==> src/verilog/cec_pkg.sv <==
/*
  constants for the cache error control register bank: offsets, field
  positions, reset values, status bit positions.
  assumes a 32-bit avalon-mm slave with byte addresses.
*/
package cec_pkg;
  localparam int          ADDR_W        = 4;
  localparam int          DATA_W        = 32;
  localparam logic [3:0]  OFF_CTRL      = 4'h0;
  localparam logic [3:0]  OFF_IRQ_STAT  = 4'h4;
  localparam logic [3:0]  OFF_IRQ_MASK  = 4'h8;
  // field positions in cache_error_control
  localparam int          BIT_PE        = 31;
  localparam int          BIT_LBE       = 25;
  localparam int          BIT_WRITE_ALLOCATE_BUS_ERROR_FLAG      = 24;
  localparam int          BIT_L2P       = 23;
  localparam int          BIT_DBL       = 20;
  localparam int          BIT_INIT      = 19;
  localparam int          PRE_LSB       = 13;
  localparam int          PRE_W         = 6;
  localparam int          IPAR_LSB      = 4;
  localparam int          IPAR_W        = 9;
  localparam int          DPAR_LSB      = 0;
  localparam int          DPAR_W        = 4;
  // interrupt status bits
  localparam int          IRQ_W         = 4;
  localparam int          IRQ_FIRST     = 0;
  localparam int          IRQ_SECOND    = 1;
  localparam int          IRQ_LOAD_BE   = 2;
  localparam int          IRQ_WA_BE     = 3;
  // reset values
  localparam logic        RST_BIT       = 1'b0;
  localparam logic [5:0]  RST_PRE       = 6'h00;
  localparam logic [8:0]  RST_IPAR      = 9'h000;
  localparam logic [3:0]  RST_DPAR      = 4'h0;
  localparam logic [3:0]  RST_IRQ       = 4'h0;
  localparam logic [31:0] RST_RDATA     = 32'h0000_0000;
endpackage

==> src/verilog/cec_byte_par.sv <==
/*
  per-byte even parity generator.
  assumes the caller registers the result where timing needs it.
*/
`timescale 1ns/1ps
module cec_byte_par #(
  parameter int BYTES = 8
) (
  // data in
  input  wire logic [8*BYTES-1:0] i_data,
  // parity out, one bit per byte
  output logic      [BYTES-1:0]   o_par
);
  genvar g;
  generate
    for (g = 0; g < BYTES; g = g + 1)
    begin : g_byte
      // even parity: bit makes the byte plus parity hold an even count
      assign o_par[g] = ^i_data[8*g +: 8];
    end
  endgenerate
endmodule

==> src/verilog/cec_err_track.sv <==
/*
  first/second cache error tracker.
  assumes i_err is a one-cycle pulse on i_clk_sys from the checkers.
*/
`timescale 1ns/1ps
module cec_err_track (
  // clock and reset
  input  wire logic i_clk_sys,
  input  wire logic i_srst,
  // error event and software write
  input  wire logic i_err,
  input  wire logic i_sw_wr,
  input  wire logic i_sw_val,
  // state and events
  output logic      o_init,
  output logic      o_dbl,
  output logic      o_first_evt,
  output logic      o_second_evt
);
  logic init_r;
  logic dbl_r;
  logic init_nxt;
  logic dbl_nxt;

  assign o_first_evt  = i_err & ~init_r;
  assign o_second_evt = i_err & init_r;
  // an error in the same cycle as a software clear still counts
  assign init_nxt = i_err ? 1'b1 : (i_sw_wr ? i_sw_val : init_r);
  assign dbl_nxt  = i_err ? init_r : dbl_r;

  always_ff @(posedge i_clk_sys)
  begin
    if (i_srst)
    begin
      init_r <= cec_pkg::RST_BIT;
      dbl_r  <= cec_pkg::RST_BIT;
    end
    else
    begin
      init_r <= init_nxt;
      dbl_r  <= dbl_nxt;
    end
  end

  assign o_init = init_r;
  assign o_dbl  = dbl_r;
endmodule

==> src/verilog/cec_top.sv <==
/*
  cache error control register bank (lower fields plus parity enable),
  with sticky interrupt status and mask, behind an avalon-mm slave.
  assumes bus error, checker and cache ram read inputs come from logic
  on i_clk_sys; error and read strobes are one-cycle pulses.
*/
// The register offsets and register access over Avalon-MM were chosen for this implementation.
// Operation
// - the write-allocate bus error flag (bit 24) shows the latest bus error lost store data.
// - load and write-allocate bus error flags may both be set by one bus error.
// - the l2 protection toggle (bit 23) resets to 0 and is settable only with ecc-capable l2.
// - l2 ecc checking is on exactly when parity enable and l2 protection toggle differ.
// - bits 22 to 21 always read as zero.
// - the double fault flag (bit 20) sets on a cache error while the initial flag is set.
// - the double fault flag clears on reset and on a cache error with the initial flag clear.
// - the initial error flag (bit 19) is read/write and clears on reset.
// - bits 18 to 13 hold the instruction precode bits for the icache data ram.
// - bits 12 to 4 hold icache parity: bit 12 over precode, bits 11 to 4 per data byte.
// - bits 3 to 0 hold dcache data parity, bit 0 for the least significant byte.
// - parity enable (bit 31) is writable only when parity is built, else reads 0.
// - the load bus error flag (bit 25) shows the latest bus error involved a load.
`timescale 1ns/1ps
module cec_top #(
  parameter bit PARITY_BUILT   = 1'b1,
  parameter bit L2_ECC_CAPABLE = 1'b1
) (
  // clock and reset
  input  wire logic        i_clk_sys,
  input  wire logic        i_srst,
  // avalon-mm slave
  input  wire logic [3:0]  i_avs_address,
  input  wire logic        i_avs_read,
  input  wire logic        i_avs_write,
  input  wire logic [31:0] i_avs_writedata,
  input  wire logic [3:0]  i_avs_byteenable,
  output logic      [31:0] o_avs_readdata,
  output logic             o_avs_waitrequest,
  // bus error logic
  input  wire logic        i_bus_err,
  input  wire logic        i_bus_err_load,
  input  wire logic        i_bus_err_wa,
  // cache parity checkers
  input  wire logic        i_cache_err,
  // icache data ram read
  input  wire logic        i_iram_rd_valid,
  input  wire logic [63:0] i_iram_rd_data,
  input  wire logic [5:0]  i_iram_rd_precode,
  input  wire logic [8:0]  i_iram_rd_parity,
  // dcache data ram read
  input  wire logic        i_dram_rd_valid,
  input  wire logic [31:0] i_dram_rd_data,
  input  wire logic [3:0]  i_dram_rd_parity,
  // control and state to the caches
  output logic             o_parity_enable,
  output logic             o_l2_ecc_check,
  output logic      [5:0]  o_precode,
  output logic      [8:0]  o_icache_parity,
  output logic      [3:0]  o_dcache_parity,
  output logic             o_double_fault,
  output logic             o_irq
);
  // byte-enable to bit mask, used by every writable register
  function automatic logic [31:0] be_mask(input logic [3:0] be);
    logic [31:0] m;
    m = 32'h0000_0000;
    for (int i = 0; i < 4; i++)
    begin
      m[8*i +: 8] = be[i] ? 8'hff : 8'h00;
    end
    return m;
  endfunction

  // registers
  logic        wait_r;
  logic [31:0] rdata_r;
  logic        pe_r;
  logic        l2p_r;
  logic        l2chk_r;
  logic        lbe_r;
  logic        write_allocate_bus_error_flag_r;
  logic [5:0]  pre_r;
  logic [8:0]  ipar_r;
  logic [3:0]  dpar_r;
  logic [3:0]  stat_r;
  logic [3:0]  mask_r;
  logic        irq_r;
  logic        dbl_r;

  // next values
  logic        wait_nxt;
  logic [31:0] rdata_nxt;
  logic        pe_nxt;
  logic        l2p_nxt;
  logic        lbe_nxt;
  logic        write_allocate_bus_error_flag_nxt;
  logic [5:0]  pre_nxt;
  logic [8:0]  ipar_nxt;
  logic [3:0]  dpar_nxt;
  logic [3:0]  stat_nxt;
  logic [3:0]  mask_nxt;

  // bus decode
  wire         wr_done;
  wire         rd_take;
  wire         sel_ctrl;
  wire         sel_stat;
  wire         sel_mask;
  wire         ctrl_wr;
  wire         stat_wr;
  wire         mask_wr;
  wire [31:0]  wmask;
  wire [31:0]  ctrl_rd;
  wire [31:0]  ctrl_wval;
  wire [31:0]  rd_mux;

  // error tracking
  wire         init_w;
  wire         dbl_w;
  wire         first_evt;
  wire         second_evt;
  wire         err_evt;
  wire [7:0]   ibyte_par;
  wire [3:0]   dbyte_par;
  wire [8:0]   icalc;
  wire         iram_bad;
  wire         dram_bad;
  wire [3:0]   evt;
  wire [3:0]   clr;

  // one wait cycle per access: waitrequest drops for exactly one edge
  assign wait_nxt  = ~((i_avs_read | i_avs_write) & wait_r);
  assign wr_done   = i_avs_write & ~wait_r;
  assign rd_take   = i_avs_read & wait_r;

  assign sel_ctrl  = (i_avs_address == cec_pkg::OFF_CTRL);
  assign sel_stat  = (i_avs_address == cec_pkg::OFF_IRQ_STAT);
  assign sel_mask  = (i_avs_address == cec_pkg::OFF_IRQ_MASK);
  assign ctrl_wr   = wr_done & sel_ctrl;
  assign stat_wr   = wr_done & sel_stat;
  assign mask_wr   = wr_done & sel_mask;
  assign wmask     = be_mask(i_avs_byteenable);

  // upper control bits live elsewhere and read as zero here
  assign ctrl_rd = {pe_r, 5'h00, lbe_r, write_allocate_bus_error_flag_r, l2p_r,
                    2'b00,
                    dbl_w, init_w, pre_r, ipar_r, dpar_r};
  assign ctrl_wval = (ctrl_rd & ~wmask) | (i_avs_writedata & wmask);

  // unmapped addresses read as zero and ignore writes
  assign rd_mux = sel_ctrl ? ctrl_rd :
                  sel_stat ? {28'h0000000, stat_r} :
                  sel_mask ? {28'h0000000, mask_r} :
                  32'h0000_0000;
  assign rdata_nxt = rd_take ? rd_mux : rdata_r;

  // parity checks on cache ram reads, only while parity is enabled
  cec_byte_par #(
    .BYTES (8)
  ) u_ipar (
    .i_data (i_iram_rd_data),
    .o_par  (ibyte_par)
  );

  cec_byte_par #(
    .BYTES (4)
  ) u_dpar (
    .i_data (i_dram_rd_data),
    .o_par  (dbyte_par)
  );

  assign icalc    = {^i_iram_rd_precode, ibyte_par};
  assign iram_bad = pe_r & i_iram_rd_valid & (icalc != i_iram_rd_parity);
  assign dram_bad = pe_r & i_dram_rd_valid & (dbyte_par != i_dram_rd_parity);
  assign err_evt  = i_cache_err | iram_bad | dram_bad;

  cec_err_track u_track (
    .i_clk_sys    (i_clk_sys),
    .i_srst       (i_srst),
    .i_err        (err_evt),
    .i_sw_wr      (ctrl_wr),
    .i_sw_val     (ctrl_wval[cec_pkg::BIT_INIT]),
    .o_init       (init_w),
    .o_dbl        (dbl_w),
    .o_first_evt  (first_evt),
    .o_second_evt (second_evt)
  );

  // control field next values
  assign pe_nxt  = (ctrl_wr & PARITY_BUILT) ? ctrl_wval[cec_pkg::BIT_PE] : pe_r;
  assign l2p_nxt = (ctrl_wr & L2_ECC_CAPABLE) ? ctrl_wval[cec_pkg::BIT_L2P] : l2p_r;

  // each bus error replaces both flags; both may come up together
  assign lbe_nxt  = i_bus_err ? i_bus_err_load : lbe_r;
  assign write_allocate_bus_error_flag_nxt = i_bus_err ? i_bus_err_wa : write_allocate_bus_error_flag_r;

  // a ram read in the same cycle as a software write wins
  assign pre_nxt  = i_iram_rd_valid ? i_iram_rd_precode :
                    ctrl_wr ? ctrl_wval[cec_pkg::PRE_LSB +: cec_pkg::PRE_W] :
                    pre_r;
  assign ipar_nxt = i_iram_rd_valid ? i_iram_rd_parity :
                    ctrl_wr ? ctrl_wval[cec_pkg::IPAR_LSB +: cec_pkg::IPAR_W] :
                    ipar_r;
  assign dpar_nxt = i_dram_rd_valid ? i_dram_rd_parity :
                    ctrl_wr ? ctrl_wval[cec_pkg::DPAR_LSB +: cec_pkg::DPAR_W] :
                    dpar_r;

  // sticky status, write one to clear; a new event beats the clear
  assign evt[cec_pkg::IRQ_FIRST]   = first_evt;
  assign evt[cec_pkg::IRQ_SECOND]  = second_evt;
  assign evt[cec_pkg::IRQ_LOAD_BE] = i_bus_err & i_bus_err_load;
  assign evt[cec_pkg::IRQ_WA_BE]   = i_bus_err & i_bus_err_wa;
  assign clr      = stat_wr ? (i_avs_writedata[3:0] & wmask[3:0]) : 4'h0;
  assign stat_nxt = (stat_r & ~clr) | evt;
  assign mask_nxt = mask_wr ? ((mask_r & ~wmask[3:0]) | (i_avs_writedata[3:0] & wmask[3:0]))
                            : mask_r;

  // bus slave registers
  always_ff @(posedge i_clk_sys)
  begin
    if (i_srst)
    begin
      wait_r  <= 1'b1;
      rdata_r <= cec_pkg::RST_RDATA;
    end
    else
    begin
      wait_r  <= wait_nxt;
      rdata_r <= rdata_nxt;
    end
  end

  // control bits
  always_ff @(posedge i_clk_sys)
  begin
    if (i_srst)
    begin
      pe_r    <= cec_pkg::RST_BIT;
      l2p_r   <= cec_pkg::RST_BIT;
      l2chk_r <= cec_pkg::RST_BIT;
      dbl_r   <= cec_pkg::RST_BIT;
    end
    else
    begin
      pe_r    <= pe_nxt;
      l2p_r   <= l2p_nxt;
      l2chk_r <= pe_nxt ^ l2p_nxt;
      dbl_r   <= dbl_w;
    end
  end

  // bus error flags; undefined after reset, cleared for determinism
  always_ff @(posedge i_clk_sys)
  begin
    if (i_srst)
    begin
      lbe_r  <= cec_pkg::RST_BIT;
      write_allocate_bus_error_flag_r <= cec_pkg::RST_BIT;
    end
    else
    begin
      lbe_r  <= lbe_nxt;
      write_allocate_bus_error_flag_r <= write_allocate_bus_error_flag_nxt;
    end
  end

  // precode and parity fields
  always_ff @(posedge i_clk_sys)
  begin
    if (i_srst)
    begin
      pre_r  <= cec_pkg::RST_PRE;
      ipar_r <= cec_pkg::RST_IPAR;
      dpar_r <= cec_pkg::RST_DPAR;
    end
    else
    begin
      pre_r  <= pre_nxt;
      ipar_r <= ipar_nxt;
      dpar_r <= dpar_nxt;
    end
  end

  // interrupt status, mask and output
  always_ff @(posedge i_clk_sys)
  begin
    if (i_srst)
    begin
      stat_r <= cec_pkg::RST_IRQ;
      mask_r <= cec_pkg::RST_IRQ;
      irq_r  <= cec_pkg::RST_BIT;
    end
    else
    begin
      stat_r <= stat_nxt;
      mask_r <= mask_nxt;
      irq_r  <= |(stat_nxt & mask_nxt);
    end
  end

  // double fault output follows the tracker flop, one flop later
  assign o_avs_readdata    = rdata_r;
  assign o_avs_waitrequest = wait_r;
  assign o_parity_enable   = pe_r;
  assign o_l2_ecc_check    = l2chk_r;
  assign o_precode         = pre_r;
  assign o_icache_parity   = ipar_r;
  assign o_dcache_parity   = dpar_r;
  assign o_double_fault    = dbl_r;
  assign o_irq             = irq_r;
endmodule

==> config.mk <==
export PLATFORM = sky130hd
export DESIGN_NAME = cec_top
export DESIGN_NICKNAME = d
export VERILOG_FILES = /design/src/verilog/cec_pkg.sv /design/src/verilog/cec_byte_par.sv /design/src/verilog/cec_err_track.sv /design/src/verilog/cec_top.sv
export SDC_FILE = /design/constraint.sdc
export NUM_CORES = 1
export LEC_CHECK = 0
export BUFFER_PORTS_ARGS = -buffer_cell sky130_fd_sc_hd__clkbuf_2
export CORE_UTILIZATION = 35
export CTS_BUF_LIST = sky130_fd_sc_hd__clkbuf_8
export DETAILED_ROUTE_END_ITERATION = 10
export PLACE_DENSITY = 0.74
export SYNTH_ARGS = -nofsm -noshare
export SYNTH_HDL_FRONTEND = slang
export SYNTH_SLANG_ARGS = --single-unit
==> constraint.sdc <==
create_clock -name i_clk_sys -period 3.1 [get_ports i_clk_sys]
set_clock_uncertainty 0.15 [all_clocks]
set_input_delay 0.62 -clock i_clk_sys [delete_from_list [all_inputs] [get_ports i_clk_sys]]
set_output_delay 0.62 -clock i_clk_sys [all_outputs]
set_load 0.02 [all_outputs]
==> summary.txt <==
Global route
  • Vias in the first global route: 3490
  • First-pass GRT wire length: 16200 µm
  • Largest net degree at the start of global routing: 39
  • GRT Util Overall: 0.1868
  • Initial antenna violation count: 0
  • Total grt overflow: 0

CTS
  • CTS tree: yes
  • H-tree Lvls: 3
  • Total clock sinks: 62
  • CTS Buf Count: 9
  • Max Root-Sink Buffers: 2
  • Cts repair resizes: 0
  • CTS Hold Bufs: 0
  • Clk_lat worst skew: 0.34 ns
  • CTS Root Cell: clkbuf_8
  • Postcts setup bufs: 0
  • Worst-path clk slew: 0.07 ns

Finish
  • Nets: 776
  • Antenna cells: 0
  • Area growth syn-to-layout: 37.88%
  • FF/Latch Area: 1241 µm²
  • Filler cells: 964
  • Fraction of layout cells with a size suffix above 1: 0.3750
  • Multi-input logic area: 2251 µm²

STA
  • Fmax achieved: 0.4215 GHz
  • RSZ-0062 raised after global routing: no
  • Worst setup slack after layout: 0.7277 ns
  • Final Cycle Share: 0.7653
  • Worst rel slew slack: 0.4603
  • Final setup viols: 0
  • Setup TNS: 0 ns
  • Slew Limit Fails: 0
  • Least-Margin Pin Slew: 0.8096 ns
  • Final Critical Period: 2.372 ns
  • Final Hold Vio Count: 0

Die
  • Row count: 36
  • Area of the core: 9910 µm²
  • Starting Density: 0.3660
  • Chip Height: 103.8 µm
  • Die width: 103.8 µm
  • I/O pin cnt: 221
  • Die area: 10770 µm²

Synth
  • Flip-flop and latch count after synthesis: 62
  • EDFF count, synth: 0
  • Leading area contributor after synthesis: dfxtp_1
  • Post-synth top cells: 62 x dfxtp_1, 60 x nor2_1, 54 x xnor2_1, 43 x a21oi_1, 30 x nand2_1
  • Synthesis Warnings: 0
  • Fraction of synthesized cell area taken by the top area cell type: 0.3422
  • Synth cell types: 41
  • Area of the mapped netlist: 3627 µm²
  • Async S/R FF share, synth: 0
  • Average size of a mapped cell: 8.740 µm²
  • Most frequent cell after synthesis: dfxtp_1
  • Register area share after synthesis: 0.3422
  • Syn Inst Count: 415
  • Top FF cell, synth: dfxtp_1
  • Ranking of synthesized cells by area: dfxtp_1 34%, xnor2_1 13%, xnor3_1 7.5%

Setup path
  • Launch point of the worst reg-to-reg path: o_avs_waitrequest
  • Crit path capture type: register
  • Setup slack, reg-to-reg: 0.87 ns
  • Terminus of the critical flop-to-flop path: o_irq
  • Critical path arrival: 2.42 ns
  • FF-to-FF path depth: 7
  • Startpoint Class: input pin
  • Critical path fanouts, max: 17
  • Critical Path RT: 3.15 ns
  • Setup CP Type: input pin to register

Hold path
  • Hold path depth: 2
  • HP Class: input pin to register
  • Min-Delay Endpoint: o_avs_waitrequest
  • Hold_sp: i_avs_read

Drt
  • TritonRoute pass-1 iters: 4
  • Final WL: 10160 µm
  • Routed via count: 3653
  • Drt first-iter violations: 196
  • Post-route ant nets: 0
  • Routed vias/inst: 4.877
  • Drc violations: 0
  • Wire per inst: 13.56 µm

Place
  • Pre-CTS WS: 0.3527 ns
  • Final Wtd Congestion: 0.8593
  • # port buffers: 203
  • Final HPWL DP: 8215 µm

Pwr
  • Leakage: 2.385 nW
  • Worst vdd ir: 0.0001704 V
  • P per Cell Area: 466.8 nW/µm²

Status
  • Outcome: finished, final reports clean

Flow run
  • Max-cap violations: 0
==> cells in the final DEF, fill, tap and decap left out, drive strengths merged, types with 2 or more instances in the layout <==
master	instances
a21oi	43
a22oi	27
and3	5
buf	5
bufinv	4
clkbuf	212
conb	7
dfxtp	62
inv	3
mux2i	12
nand2	31
nand3	21
nor2	60
nor2b	2
nor3	2
o211ai	2
o21ai	6
o22a	2
o311ai	2
or3	2
xnor2	54
xnor3	12
xor2	25
==> per-stage QoR <==
stage,utilization,cells,total power (W),hold slack [ns],instance area [µm²]
detailed placement,0.4775,733,0.001404,0.3375,4732
finish,0.5047,749,0.002335,0.3494,5001
floorplan,-,421,0.001217,0.3060,3650
global route,0.5047,749,0.002438,0.3602,5001
global placement,0.4775,733,0.001395,0.3260,4732
CTS,0.5047,749,0.002354,0.3410,5001
==> how the worst max path moves through the flow <==
stage	start	end	slack [ns]
5_1_grt	i_iram_rd_data[29]	o_irq	0.58
6_report	i_avs_address[1]	register	0.73
3_5_place_dp	i_iram_rd_data[18]	o_irq	0.35
2_1_floorplan	i_iram_rd_data[37]	o_irq	0.72
3_3_place_gp	i_iram_rd_data[50]	o_irq	0.36
4_1_cts	i_iram_rd_data[50]	o_irq	0.71
==> final cells by class <==
class,instances,share of cell area
Multi-Input combinational cell,328,0.4501
Clock inverter,7,0.02902
Tap cell,133,0.03328
Clock buffer,9,0.02477
Timing Repair Buffer,208,0.2132
Inverter,2,0.001501
Sequential cell,62,0.2482
==> per-layer routing <==
layer  up-vias  share of wire  global-route usage
li1       1802              -                   -
met1      1682           0.42              0.2103
met2       155           0.50              0.3433
met3        14          0.067             0.03902
met4         0          0.018             0.06939
met5         -              0                   0
==> critical path, stage by stage <==
cell and delay (ns):
clkbuf_2 0.12, or4_4 0.56, nor3b_4 0.17, buf_4 0.25, nand2_1 0.24, a21oi_1 0.22, nor2_1 0.07, a21oi_1 0.11
nor2_1 0.05
==> power by group <==
group | total (W) | internal, W | switching (W)
logic | 0.000540 | 0.000290 | 0.000250
clock network | 0.000955 | 0.000619 | 0.000335
registers | 0.000840 | 0.000819 | 0.0000205
==> cells by family after synthesis <==
group | after synthesis | synth area share
simple gates | 130 | 0.1625
xor+xnor | 91 | 0.2653
compound gates | 87 | 0.1483
flops | 62 | 0.3422
buf+inv | 31 | 0.04346
mux | 13 | 0.03725
other cells | 1 | 0.001034
No activity file was read; power rests on OpenSTA's default activity.
